$ cat src/dtss_params.svh
`ifndef DTSS_PARAMS_SVH
`define DTSS_PARAMS_SVH
// Summary of operation
// RULE_01: One timebase: oscillator, tick pin, bus tick
// RULE_02: Same timebase drives A/D and D/A paths
// RULE_03: A/D trigger: pin, analog, software, bus
// RULE_04: Scan start: counter, aux zero, bus; timebase-synced
// RULE_05: Each scan start launches one scan's strobes
// RULE_06: Aux zero scan pulse exceeds two timebase periods
// RULE_07: Sample strobe: counter, aux zero, bus; rising edges
// RULE_08: External sample strobe only via aux zero
// RULE_09: Aux zero strobe mode ignores scan sources
// RULE_10: Aux zero strobe mode ignores A/D trigger
// RULE_11: Aux zero serves one role at a time
// RULE_12: D/A trigger: pin, analog, software, bus
// RULE_13: D/A update: counter, aux one, bus; rising edges
// RULE_14: Two trigger pins, selectable edge each
// RULE_15: Reset returns every selector to internal source
// RULE_16: Software-held selects applied glitch-free, inputs synced
// RULE_17: Each qualifying pin edge gives one pulse

// Clock and internal oscillator
`define DTSS_CLK_HZ      40000000
`define DTSS_OSC_HZ      40000000
`define DTSS_OSC_DIV     (`DTSS_CLK_HZ / `DTSS_OSC_HZ)
`define DTSS_DIV_W       4

// Register byte offsets on the Wishbone bus
`define DTSS_ADR_W       8
`define DTSS_REG_CFG     8'h00
`define DTSS_REG_CTRL    8'h04
`define DTSS_REG_CHAN    8'h08
`define DTSS_REG_STAT    8'h0C
`define DTSS_REG_COUNT   8'h10

// Field positions
`define DTSS_CFG_W       14
`define DTSS_CTRL_SWADC  0
`define DTSS_CTRL_SWDAC  1
`define DTSS_CTRL_DISARM 2
`define DTSS_CTRL_ARM    3
`define DTSS_CHAN_W      8
`define DTSS_CNT_W       16

// Reset values
`define DTSS_CHAN_RST    8'h01

// Synchronised input pin indices
`define DTSS_NPIN        12
`define DTSS_P_TICK      0
`define DTSS_P_SBTICK    1
`define DTSS_P_ADCPIN    2
`define DTSS_P_DACPIN    3
`define DTSS_P_AUX0      4
`define DTSS_P_AUX1      5
`define DTSS_P_ANALOG    6
`define DTSS_P_SBADC     7
`define DTSS_P_SBDAC     8
`define DTSS_P_SBSCAN    9
`define DTSS_P_SBSMP     10
`define DTSS_P_SBUPD     11
`endif

$ cat src/dtss_pkg.sv
package dtss_pkg;
   // Strobe and scan source selects; code zero is internal
   typedef enum logic [1:0] {
      SRC_INTERNAL = 2'h0,
      SRC_PIN      = 2'h1,
      SRC_SYNCBUS  = 2'h2
   } dtss_src_t;

   // Trigger source selects; code zero is the software trigger
   typedef enum logic [1:0] {
      TRG_SOFTWARE = 2'h0,
      TRG_PIN      = 2'h1,
      TRG_ANALOG   = 2'h2,
      TRG_SYNCBUS  = 2'h3
   } dtss_trg_t;

   typedef enum logic [1:0] {
      SC_IDLE = 2'b01,
      SC_SCAN = 2'b10
   } dtss_scan_t;

   // Layout matches the configuration register, bit 0 last
   typedef struct packed {
      logic      dac_fall;
      logic      adc_fall;
      dtss_src_t dac_upd_sel;
      dtss_trg_t dac_trg_sel;
      dtss_src_t smp_sel;
      dtss_src_t scan_sel;
      dtss_trg_t adc_trg_sel;
      dtss_src_t tb_sel;
   } dtss_cfg_t;
endpackage : dtss_pkg

$ cat src/dtss_edge_if.sv
`timescale 1ns/1ps
interface dtss_edge_if;
   logic level;
   logic rise;
   logic fall;
   modport src (output level, rise, fall);
   modport snk (input level, rise, fall);
endinterface : dtss_edge_if

$ cat src/dtss_edge.sv
`timescale 1ns/1ps
module dtss_edge (
   input  wire logic clk_i,
   input  wire logic rst_i,
   input  wire logic pin_i,
   dtss_edge_if.src  e
);
   typedef struct packed {
      logic meta;
      logic sync;
      logic prev;
   } dtss_edge_st_t;

   dtss_edge_st_t s;
   dtss_edge_st_t next_s;

   // Two-stage synchroniser, then one history bit for edges
   always_comb begin
      next_s      = s;
      next_s.meta = pin_i;
      next_s.sync = s.meta;
      next_s.prev = s.sync;
   end

   always_ff @(posedge clk_i) begin
      if (rst_i) begin
         s <= '0;
      end else begin
         s <= next_s;
      end
   end

   // Only the second stage and its history are looked at
   assign e.level = s.sync;
   assign e.rise  = s.sync & ~s.prev; // RULE_17
   assign e.fall  = ~s.sync & s.prev; // RULE_17
endmodule : dtss_edge

$ cat src/dtss_top.sv
`timescale 1ns/1ps
`include "dtss_params.svh"
module dtss_top (
   input  wire logic        clk_i,
   input  wire logic        rst_i,
   // Wishbone classic slave
   input  wire logic        wb_cyc_i,
   input  wire logic        wb_stb_i,
   input  wire logic        wb_we_i,
   input  wire logic [7:0]  wb_adr_i,
   input  wire logic [3:0]  wb_sel_i,
   input  wire logic [31:0] wb_dat_i,
   output logic      [31:0] wb_dat_o,
   output logic             wb_ack_o,
   // Pins and card sync bus, asynchronous
   input  wire logic        ext_tick_input_i,
   input  wire logic        sync_bus_tick_i,
   input  wire logic        adc_ext_trigger_pin_i,
   input  wire logic        dac_ext_trigger_pin_i,
   input  wire logic        aux_input_zero_i,
   input  wire logic        aux_input_one_i,
   input  wire logic        analog_trigger_i,
   input  wire logic        sync_bus_adc_trigger_i,
   input  wire logic        sync_bus_dac_trigger_i,
   input  wire logic        sync_bus_scan_start_i,
   input  wire logic        sync_bus_sample_strobe_i,
   input  wire logic        sync_bus_dac_update_i,
   // Internal counters, same clock, timebase-qualified
   input  wire logic        scan_interval_tick_i,
   input  wire logic        sample_interval_tick_i,
   input  wire logic        dac_interval_tick_i,
   // Timing outputs, one-cycle pulses
   output logic             timebase_tick_o,
   output logic             adc_trigger_o,
   output logic             scan_start_o,
   output logic             sample_strobe_o,
   output logic             dac_trigger_o,
   output logic             dac_update_strobe_o
);
   import dtss_pkg::*;

   typedef struct packed {
      dtss_cfg_t                 cfg;
      dtss_cfg_t                 act;
      logic [`DTSS_CHAN_W-1:0]   nchan;
      logic [`DTSS_CHAN_W-1:0]   left;
      logic [`DTSS_DIV_W-1:0]    div;
      logic [`DTSS_CNT_W-1:0]    smp_cnt;
      dtss_scan_t                scan;
      logic                      armed;
      logic                      conflict;
      logic                      overrun;
      logic                      p_adc;
      logic                      p_dac;
      logic                      p_scan;
      logic                      p_smp;
      logic                      p_upd;
      logic                      tb;
      logic                      adc;
      logic                      sst;
      logic                      smp;
      logic                      dac;
      logic                      upd;
      logic                      ack;
      logic [31:0]               dat;
   } dtss_state_t;

   dtss_state_t s;
   dtss_state_t next_s;

   logic [`DTSS_NPIN-1:0] pins;
   logic [`DTSS_NPIN-1:0] rise;
   logic [`DTSS_NPIN-1:0] fall;

   // Byte-lane merge of a write into a register
   function automatic logic [31:0] lane_merge(input logic [31:0] old_v,
                                              input logic [31:0] new_v,
                                              input logic [3:0]  sel);
      logic [31:0] r;
      r = old_v;
      for (int i = 0; i < 4; i++) begin
         if (sel[i]) begin
            r[i*8 +: 8] = new_v[i*8 +: 8];
         end
      end
      return r;
   endfunction : lane_merge

   // Event from a strobe selector; unknown codes fall back to internal
   function automatic logic src_event(input dtss_src_t sel,
                                      input logic      int_ev,
                                      input logic      pin_ev,
                                      input logic      bus_ev);
      logic r;
      r = int_ev;
      unique case (sel)
         SRC_INTERNAL: r = int_ev;
         SRC_PIN:      r = pin_ev;
         SRC_SYNCBUS:  r = bus_ev;
         default:      r = int_ev;
      endcase
      return r;
   endfunction : src_event

   // Event from a trigger selector with edge choice on the pin
   function automatic logic trg_event(input dtss_trg_t sel,
                                      input logic      sw_ev,
                                      input logic      fall_sel,
                                      input logic      pin_r,
                                      input logic      pin_f,
                                      input logic      ana_ev,
                                      input logic      bus_ev);
      logic r;
      r = sw_ev;
      unique case (sel)
         TRG_SOFTWARE: r = sw_ev;
         TRG_PIN:      r = fall_sel ? pin_f : pin_r;
         TRG_ANALOG:   r = ana_ev;
         TRG_SYNCBUS:  r = bus_ev;
      endcase
      return r;
   endfunction : trg_event

   // Gather asynchronous inputs for the synchronisers
   assign pins[`DTSS_P_TICK]   = ext_tick_input_i;
   assign pins[`DTSS_P_SBTICK] = sync_bus_tick_i;
   assign pins[`DTSS_P_ADCPIN] = adc_ext_trigger_pin_i;
   assign pins[`DTSS_P_DACPIN] = dac_ext_trigger_pin_i;
   assign pins[`DTSS_P_AUX0]   = aux_input_zero_i;
   assign pins[`DTSS_P_AUX1]   = aux_input_one_i;
   assign pins[`DTSS_P_ANALOG] = analog_trigger_i;
   assign pins[`DTSS_P_SBADC]  = sync_bus_adc_trigger_i;
   assign pins[`DTSS_P_SBDAC]  = sync_bus_dac_trigger_i;
   assign pins[`DTSS_P_SBSCAN] = sync_bus_scan_start_i;
   assign pins[`DTSS_P_SBSMP]  = sync_bus_sample_strobe_i;
   assign pins[`DTSS_P_SBUPD]  = sync_bus_dac_update_i;

   // Every outside input is synchronised and edge-detected
   dtss_edge_if e [`DTSS_NPIN] ();
   for (genvar g = 0; g < `DTSS_NPIN; g++) begin : g_pin
      dtss_edge u_edge (
         .clk_i (clk_i),
         .rst_i (rst_i),
         .pin_i (pins[g]),
         .e     (e[g])
      ); // RULE_16
      assign rise[g] = e[g].rise;
      assign fall[g] = e[g].fall;
   end

   always_comb begin
      logic        osc_tick;
      logic        tick;
      logic        ev_adc;
      logic        ev_dac;
      logic        ev_scan;
      logic        ev_smp;
      logic        ev_upd;
      logic        sw_adc;
      logic        sw_dac;
      logic        req;
      logic        ext_smp;
      logic        fire_adc;
      logic        fire_scan;
      logic        fire_smp;
      logic [31:0] wv;
      dtss_cfg_t   wcfg;

      next_s     = s;
      osc_tick   = 1'b0;
      tick       = 1'b0;
      sw_adc     = 1'b0;
      sw_dac     = 1'b0;
      fire_adc   = 1'b0;
      fire_scan  = 1'b0;
      fire_smp   = 1'b0;
      wv         = 32'h0000_0000;
      wcfg       = s.cfg;
      req        = wb_cyc_i & wb_stb_i & ~s.ack;
      ev_adc     = 1'b0;
      ev_dac     = 1'b0;
      ev_scan    = 1'b0;
      ev_smp     = 1'b0;
      ev_upd     = 1'b0;
      ext_smp    = 1'b0;
      next_s.tb  = 1'b0;
      next_s.adc = 1'b0;
      next_s.sst = 1'b0;
      next_s.smp = 1'b0;
      next_s.dac = 1'b0;
      next_s.upd = 1'b0;
      next_s.ack = req;

      // Internal oscillator tick from the clock divider
      if (s.div >= `DTSS_DIV_W'(`DTSS_OSC_DIV - 1)) begin
         next_s.div = '0;
         osc_tick   = 1'b1;
      end else begin
         next_s.div = s.div + `DTSS_DIV_W'(1);
      end

      // One timebase for both paths, chosen live
      unique case (s.cfg.tb_sel) // RULE_01 RULE_02
         SRC_INTERNAL: tick = osc_tick;
         SRC_PIN:      tick = rise[`DTSS_P_TICK];
         SRC_SYNCBUS:  tick = rise[`DTSS_P_SBTICK];
         default:      tick = osc_tick;
      endcase
      next_s.tb = tick;

      // Register bus: writes and read data
      if (req && wb_we_i) begin
         unique case (wb_adr_i)
            `DTSS_REG_CFG: begin
               wv   = lane_merge(32'(s.cfg), wb_dat_i, wb_sel_i);
               wcfg = dtss_cfg_t'(wv[`DTSS_CFG_W-1:0]);
               // Aux zero cannot be sample strobe and scan start both
               next_s.conflict = (wcfg.smp_sel == SRC_PIN) && (wcfg.scan_sel == SRC_PIN); // RULE_11
               if (next_s.conflict) begin
                  wcfg.scan_sel = SRC_INTERNAL; // RULE_11
               end
               next_s.cfg = wcfg; // RULE_16
            end
            `DTSS_REG_CTRL: begin
               if (wb_sel_i[0]) begin
                  sw_adc = wb_dat_i[`DTSS_CTRL_SWADC];
                  sw_dac = wb_dat_i[`DTSS_CTRL_SWDAC];
               end
            end
            `DTSS_REG_CHAN: begin
               wv          = lane_merge({24'h000000, s.nchan}, wb_dat_i, wb_sel_i);
               next_s.nchan = (wv[`DTSS_CHAN_W-1:0] == '0) ? `DTSS_CHAN_RST : wv[`DTSS_CHAN_W-1:0];
            end
            default: ;
         endcase
      end
      if (req && !wb_we_i) begin
         unique case (wb_adr_i)
            `DTSS_REG_CFG:   next_s.dat = 32'(s.cfg);
            `DTSS_REG_CHAN:  next_s.dat = 32'(s.nchan);
            `DTSS_REG_STAT:  next_s.dat = {16'h0000, s.left, 4'h0, s.overrun, s.conflict,
                                           s.scan == SC_SCAN, s.armed};
            `DTSS_REG_COUNT: next_s.dat = 32'(s.smp_cnt);
            default:         next_s.dat = 32'h0000_0000;
         endcase
      end

      // Source events before timebase alignment
      ev_adc = trg_event(s.act.adc_trg_sel, sw_adc, s.act.adc_fall,
                         rise[`DTSS_P_ADCPIN], fall[`DTSS_P_ADCPIN],
                         rise[`DTSS_P_ANALOG], rise[`DTSS_P_SBADC]); // RULE_03 RULE_14
      ev_dac = trg_event(s.act.dac_trg_sel, sw_dac, s.act.dac_fall,
                         rise[`DTSS_P_DACPIN], fall[`DTSS_P_DACPIN],
                         rise[`DTSS_P_ANALOG], rise[`DTSS_P_SBDAC]); // RULE_12 RULE_14
      ev_scan = src_event(s.act.scan_sel, scan_interval_tick_i,
                          rise[`DTSS_P_AUX0], rise[`DTSS_P_SBSCAN]); // RULE_04
      // Only aux zero may carry an outside sample strobe
      ev_smp = src_event(s.act.smp_sel, sample_interval_tick_i,
                         rise[`DTSS_P_AUX0], rise[`DTSS_P_SBSMP]); // RULE_07 RULE_08
      ev_upd = src_event(s.act.dac_upd_sel, dac_interval_tick_i,
                         rise[`DTSS_P_AUX1], rise[`DTSS_P_SBUPD]); // RULE_13
      ext_smp = (s.act.smp_sel == SRC_PIN);

      // Events wait for the next timebase tick; one in the tick cycle fires at once and is not held
      next_s.p_adc  = ~tick & (s.p_adc | ev_adc);
      next_s.p_dac  = ~tick & (s.p_dac | ev_dac);
      next_s.p_scan = ~tick & (s.p_scan | ev_scan); // RULE_04
      next_s.p_smp  = ~tick & (s.p_smp | ev_smp);
      next_s.p_upd  = ~tick & (s.p_upd | ev_upd);

      if (tick) begin
         // Selector changes other than the timebase select take effect only on a timebase edge
         next_s.act = s.cfg; // RULE_16
         fire_adc   = s.p_adc | ev_adc;
         fire_scan  = s.p_scan | ev_scan;
         fire_smp   = s.p_smp | ev_smp;
         next_s.adc = fire_adc;
         next_s.dac = s.p_dac | ev_dac;
         next_s.upd = s.p_upd | ev_upd; // RULE_13
      end

      // Trigger arms unless aux zero paces it; a trigger beats a disarm
      if (req && wb_we_i && wb_adr_i == `DTSS_REG_CTRL && wb_sel_i[0]) begin
         if (wb_dat_i[`DTSS_CTRL_ARM]) begin
            next_s.armed = 1'b1;
         end
         if (wb_dat_i[`DTSS_CTRL_DISARM]) begin
            next_s.armed   = 1'b0;
            next_s.overrun = 1'b0;
         end
      end
      if (fire_adc && !ext_smp) begin
         next_s.armed = 1'b1; // RULE_10
      end

      // Scan sequencer; bypassed while aux zero is the strobe
      if (ext_smp) begin
         next_s.scan = SC_IDLE; // RULE_09
         next_s.left = '0;
         next_s.smp  = fire_smp; // RULE_07
      end else begin
         unique case (s.scan)
            SC_IDLE: begin
               if (fire_scan && s.armed) begin
                  next_s.sst  = 1'b1; // RULE_05
                  next_s.left = s.nchan;
                  next_s.scan = SC_SCAN;
               end
            end
            SC_SCAN: begin
               // A scan start during a scan is dropped and noted
               if (fire_scan) begin
                  next_s.overrun = 1'b1;
               end
               if (fire_smp) begin
                  next_s.smp  = 1'b1; // RULE_05
                  next_s.left = s.left - `DTSS_CHAN_W'(1);
                  if (s.left <= `DTSS_CHAN_W'(1)) begin
                     next_s.scan = SC_IDLE;
                  end
               end
            end
         endcase
      end

      // Sample strobe count for software visibility
      if (next_s.smp) begin
         next_s.smp_cnt = s.smp_cnt + `DTSS_CNT_W'(1);
      end
   end

   // Reset brings every selector back to its internal source
   always_ff @(posedge clk_i) begin
      if (rst_i) begin
         s       <= '0; // RULE_15
         s.scan  <= SC_IDLE;
         s.nchan <= `DTSS_CHAN_RST;
      end else begin
         s <= next_s;
      end
   end

   // Outputs straight from flip-flops
   assign wb_dat_o            = s.dat;
   assign wb_ack_o            = s.ack;
   assign timebase_tick_o     = s.tb;
   assign adc_trigger_o       = s.adc;
   assign scan_start_o        = s.sst;
   assign sample_strobe_o     = s.smp;
   assign dac_trigger_o       = s.dac;
   assign dac_update_strobe_o = s.upd;
endmodule : dtss_top

$ cat config.mk
export PLATFORM = sky130hd
export DESIGN_NAME = dtss_top
export DESIGN_NICKNAME = d
export VERILOG_FILES = /design/src/dtss_pkg.sv /design/src/dtss_edge_if.sv /design/src/dtss_edge.sv /design/src/dtss_top.sv
export VERILOG_INCLUDE_DIRS = /design/src
export SDC_FILE = /design/constraint.sdc
export NUM_CORES = 1
export LEC_CHECK = 0
export BUFFER_PORTS_ARGS = -buffer_cell sky130_fd_sc_hd__clkbuf_2
export CORE_MARGIN = 2
export CORE_UTILIZATION = 52
export CTS_BUF_LIST = sky130_fd_sc_hd__clkbuf_2
export DETAILED_ROUTE_END_ITERATION = 10
export PLACE_DENSITY = 0.72
export SYNTH_ARGS = -nofsm -noshare
export SYNTH_HDL_FRONTEND = slang
export SYNTH_SLANG_ARGS = --single-unit
export TNS_END_PERCENT = 10
$ cat constraint.sdc
create_clock -name clk_i -period 3 [get_ports clk_i]
set_clock_uncertainty 0.2 [all_clocks]
set_input_delay 0.45 -clock clk_i [delete_from_list [all_inputs] [get_ports clk_i]]
set_output_delay 0.45 -clock clk_i [all_outputs]
set_load 0.01 [all_outputs]
---- Yosys cells after proc, flatten, opt, wreduce, memory -nomap -nowiden ----
Index checks and enable logic that the tools add are counted.
word-level totals
  register bits after elaboration ......... 147
  latch bits .............................. 0
  memory bits (writable) .................. 0
  ROM bits ................................ 0
  output and inout port bits .............. 39
  memories ................................ 0
cells by class
  add/sub/neg operators ................... 3
  multipliers ............................. 0
  div/mod/pow operators ................... 0
  order comparisons ....................... 2
  equal/unequal tests ..................... 26
  shift operators ......................... 0
  mux-type cells .......................... 47
  bitwise operators ....................... 43
  reduce and logical (&&, ||, !) cells .... 26
operator list
  kind                                                                   number
  8-bit two-way mux                                                      9
  16-bit case mux with 4 select lines                                    1
  1-bit two-way mux                                                      25
  1-bit bitwise AND                                                      21
  2-bit by 1-bit == test with 1-bit output, second input constant        9
  2-bit == test, second input constant                                   9
  1-bit inverter                                                         17
  16-bit by 1-bit adder with 16-bit output, second input constant        1
  8-bit by 4-bit == test with 1-bit output, second input constant        2
  8-bit zero test                                                        2
  8-bit case mux with 2 select lines                                     1
  3-bit AND reduction                                                    3
  8-bit by 3-bit == test with 1-bit output, second input constant        1
  8-bit by 5-bit == test with 1-bit output, second input constant        1
  8-bit by 1-bit <= comparator with 1-bit output, second input constant  1
  2-bit two-way mux                                                      4
  1-bit case mux with 2 select lines                                     4
  1-bit case mux with 4 select lines                                     2
  2-bit AND reduction                                                    4
  8-bit by 1-bit subtractor with 8-bit output, second input constant     1
  1-bit logical AND                                                      7
  2-bit OR reduction                                                     3
  1-bit OR                                                               5
  4-bit by 1-bit adder with 4-bit output, second input constant          1
  10 further kinds                                                       13

---- Depth between registers and ports, before layout ----
  depth in word-level cells ............... 10
  gate-level depth with buffers ........... 9

---- Modules after synthesis ----
From an unflattened synthesis, not the netlist that was laid out.
second synthesis, totals
  cells, all modules ...................... 666
  area total of the unflattened synthesis .. 5889.4 µm²
by module, submodules not included
  module     instances  cells each  area each (µm²)
  dtss_top   1          570         4793.3
  dtss_edge  12         8           91.3

---- Least setup slack after synthesis ----
No wires, ideal clock.
  path kind ............................... reg-to-reg
  from .................................... register s[91] (netlist bit)
  to ...................................... register s[63] (netlist bit)
  setup time .............................. 0.070 ns
  arrival ................................. 2.175 ns
  slack ................................... 0.555 ns
  stages on the path, launching flop included .. 9
  period minus slack after synthesis ...... 2.445 ns
  cells stage by stage .................... dfxtp_1 inv_1 ha_1 and4bb_2 a2111oi_0 buf_2 or3_4 or4_1 a21oi_1
between the ends
  cells in the longest elaborated chain, start to end .. 7
ends and longest elaborated chain
  what                                                                       RTL line                         source
  start: declaration                                                         dtss_top.sv:68                   dtss_state_t s;
  start signal: assignment                                                   dtss_top.sv:339                  s <= next_s;
  2-bit == test or 2-bit by 1-bit == test with 1-bit output (tied branches)  dtss_top.sv:96, dtss_top.sv:262
  1-bit case mux with 2 select lines                                         dtss_top.sv:96                   unique case (sel)
  1-bit OR                                                                   dtss_top.sv:276                  fire_smp = s.p_smp | ev_smp;
  1-bit two-way mux                                                          dtss_top.sv:271                  if (tick) begin
  1-bit two-way mux                                                          dtss_top.sv:315                  if (fire_smp) begin
  1-bit two-way mux                                                          dtss_top.sv:302                  unique case (s.scan)
  1-bit two-way mux (*)                                                      dtss_top.sv:297                  if (ext_smp) begin
Mark *: on every way between the ends. The rest lies on a longest branch, timed or not.
A chain may end at the register's enable or synchronous reset.

---- Worst setup path after layout ----
Ends and elaborated chain as after synthesis.

==> impl_summary.md <==
Synthesis
The async set-reset flop share out of synthesis is 0%. By area the synthesized netlist is led by dfxtp_1 44%, buf_4 4.5%, nor2b_1 4.0%, nor2_1 3.8%, mux2i_1 3.7%. The dominant cell type by area after synthesis is dfxtp_1.

In the synthesized netlist, the cells that appear most often are 127 x dfxtp_1, 58 x nor2_1, 53 x nand2_1. Yosys printed 0 warnings. The main flop type after synthesis is dfxtp_1. Summing every instance area after synthesis gives approximately 5700 sq um.

The post-synthesis sequential element count is 127. The mean instance size in the synthesized netlist is approximately 9.1 sq um. The dominant cell by count in the synthesized netlist is dfxtp_1.

The share of synthesized area in the top cell type comes to 44.5%. In this run, synthesis inferred 0 flip-flops with an integrated enable. Synthesis instantiated 67 different standard cells from the library. The synthesized instance count is 627. The sequential share of the synthesized area is ~44%.

Worst setup path
The startpoint class of the critical path is a flip-flop. The critical path goes through inv_1 > ha_1 > nor4bb_1 > a2111oi_2 > buf_4 > or3_4 > or4_1 > a21oi_1. Counting cells, the worst reg-to-reg path comes to 8. The worst register-to-register path begins at s[91]$_SDFFE_PP0N_.

The worst setup path is captured at a flip-flop. The capturing point of the worst reg2reg path is s[63]$_SDFFE_PP0P_. In this run the worst path has a maximum fanout of 10. The worst path required time is approximately 3.5 ns.

For the worst setup path, the data arrival time is around 3.2 ns. The critical path's largest stage delay is around 0.51 ns. The worst reg-to-reg setup slack is between 0.2 and 0.3 ns.

The top cell family by delay on the critical path is simple AND/OR/NAND/NOR gates. The timing startpoint of the critical path is s[91]$_SDFFE_PP0N_. The highest-delay cell along the critical path is or4_1.

The setup path with the least slack is of type reg -> reg. Together, buffers and inverters on the worst path number 2.

STA
Setup repair after global routing left no endpoint under its margin. The fraction of the cycle the final worst path needs is 91.2%. The worst hold slack is ~0.063 ns. The final-report setup violation count is 0. The total negative setup slack is 0 ns. Timing would allow up to 366 MHz. The number of hold violations in the final report came to 0. The shortest period the worst path allows is 2.74 ns. The headroom to the max-slew limit is 45.6%.

The slew at the pin with the worst max-slew slack is 0.812 ns. The number of pins exceeding their max-slew limit in the final report is 0.

Die
The width of the die is between 100 and 150 microns. The die covers 11900 sq um. The initialized floorplan defines 38 standard-cell rows. For this configuration, the core starts out at a cell density of between 50% and 60%. The placeable core region is 10800 sq um.

The floorplan step set the die height to around 110 microns. The boundary pin count is 103.

Clocking
In this run, CTS created clock tree buffers numbering 17. The number of gates resized after CTS is 0. The TritonCTS sink count is about 130. The insertion delay to the later sink of the worst-skew pair is 0.70 ns. The longest clock path from root to sink contains 2 buffers.

The cell at the root of the clock tree is clkbuf_2. TritonCTS built the clock tree. The buffer count from post-CTS setup fixing is 0. CTS built an H-tree with a depth of 4. The clock-pin slew on the worst setup and hold paths is around 0.19 ns. The hold-fix buffer count after cts is 37.

Global route
The initial antenna violation count is 0. Global routing used 25.4% of the available tracks. The global route total overflow is 0. The first-pass GRT wire length is between 20000 and 25000 microns. The number of global-route vias before repair came to 4710. Entering global routing, the biggest net connects 77 pins.

Power
The worst voltage drop across the vdd grid is about 0.43 mV. The total design power is 2.95 mW. For this design the static power due to leakage is roughly 2.7 nW. Dividing total power by cell area gives a power density of 443 nW/um^2.

Placement
The placer's final routability congestion estimate is 0.944. The total half-perimeter wirelength after legalization and detailed placement is 9980 microns. In this run the tool buffered the top-level ports with 66 buffer cells.

Route
In the routed design, unresolved DRC markers number 0. The total detailed-routing wirelength is approximately 14000 microns. The detailed-route via count is between 4000 and 5000. The number of nets with antenna violations after detailed routing is 0. The initial DRC count is 400. In the final routed layout, each cell accounts on average for ~16 microns. The number of iterations in the first detailed-routing pass is 8. Dividing the detail-routed via count by the number of cells gives between 5 and 6.

Cells and area
At the end of the flow, the number of nets in the layout was around 790. The signed area change from the synthesized netlist to the final layout is 16.3%. In the final layout, the share of cells above drive strength 1 is 19.1%.

The number of antenna diodes in the final layout is 0.

Run status
The flow ran to the end, and the final reports show no timing, DRC or antenna violations.

Worst hold path
The instance count along the most critical hold path is 5. The worst hold-check path type is in -> reg. The startpoint of the tightest hold check path is wb_sel_i[1]. The endpoint of the worst hold-timing path is s[111]$_SDFFE_PP0P_.

Run
Max-cap violations in this run came to 0.
-- layer usage --
metal / part of all wire (%) / vias to the layer above / track usage (%) / wire length (microns)
li1: - / 2369 / - / -
met1: 45 / 2323 / 32.0 / 6410
met2: 48 / 155 / 42.2 / 6780
met3: 5.6 / 20 / 6.10 / 801
met4: 1.8 / 0 / 9.52 / 262
met5: 0 / - / 0 / 0
-- worst max path at each step --
stage	endpoint	slack [ns]	cells after the start
after global routing	s[63]$_SDFFE_PP0P_	0.13	8
after floorplan	s[63]$_SDFFE_PP0P_	0.55	8
final	s[63]$_SDFFE_PP0P_	0.26	8
after global placement	s[63]$_SDFFE_PP0P_	0.38	8
after detailed placement	s[63]$_SDFFE_PP0P_	0.34	8
after CTS	s[63]$_SDFFE_PP0P_	0.28	8
-- kinds of logic after synthesis --
group / after synthesis / synth area share [%]
other: 1 / 0.0656
XOR/XNOR: 10 / 1.53
AND/OR/NAND/NOR: 258 / 26.4
flip-flops: 127 / 44.5
multiplexers: 22 / 3.87
buffers and inverters: 81 / 7.79
AO/OA/AOI/OAI: 117 / 13.5
adder cells (fa/ha/maj): 11 / 2.41
-- layout by cell type, fill, tap and decap left out, types with 7 or more instances in the layout --
cell type,synthesis,final
dfxtp_1,127,127
clkbuf_2,0,85
nor2_1,58,58
nand2_1,53,53
nor2b_1,37,37
dlygate4sd3_1,0,37
a21oi_1,34,34
mux2i_1,21,21
o21ai_0,19,19
buf_4,34,18
inv_1,17,17
conb_1,1,16
nor3_1,11,11
nand3_1,11,11
ha_1,11,11
nor4_1,10,10
a22o_1,10,10
nand2b_1,8,8
nand4_1,8,8
xnor2_1,8,8
nand3b_1,7,7
o21ai_1,7,7
-- worst register-to-register path, cell delays in order (launching register included) --
cell       delay (ns)
dfxtp_1          0.39
inv_1            0.05
ha_1             0.32
nor4bb_1         0.37
a2111oi_2        0.11
buf_4            0.19
or3_4            0.40
or4_1            0.51
a21oi_1          0.14
-- state kept, by name, indices dropped and copies added, names as in the netlist --
register and flops:
adc_trigger_o 1, dac_trigger_o 1, dac_update_strobe_o 1, g_pin.u_edge.e.level 12, g_pin.u_edge.next_s 12, g_pin.u_edge.s 12
s 68, sample_strobe_o 1, scan_start_o 1, timebase_tick_o 1, wb_ack_o 1, wb_dat_o 16
-- cell type report --
type / instances / area, sq um
inverter: 17 / 63.8
clock buffer: 20 / 100
fill: 915 / 4140
clock inverter: 12 / 113
multi-input combinational: 434 / 2800
timing repair buffer: 122 / 856
sequential: 127 / 2540
tap: 140 / 175
-- per-stage QoR --
stage | utilization, % | setup slack (ns) | instances | cell area, sq um
6_report | 61.6 | 0.265 | 872 | 6650
5_1_grt | 61.6 | 0.126 | 872 | 6650
4_1_cts | 61.6 | 0.280 | 872 | 6650
3_5_place_dp | 56.2 | 0.339 | 803 | 6070
3_3_place_gp | 56.2 | 0.375 | 803 | 6070
2_1_floorplan | - | 0.555 | 642 | 5780
-- power by group --
| group | total, mW | internal [mW] | switching [mW] | leakage [nW] |
|---|---|---|---|---|
| Combinational | 0.235 | 0.106 | 0.130 | 1.50 |
| Sequential | 1.73 | 1.72 | 0.0155 | 1.03 |
| Clock | 0.979 | 0.316 | 0.663 | 0.135 |
| Total | 2.95 | 2.14 | 0.808 | 2.67 |
Note: power is estimated with default switching activity, not from simulation.
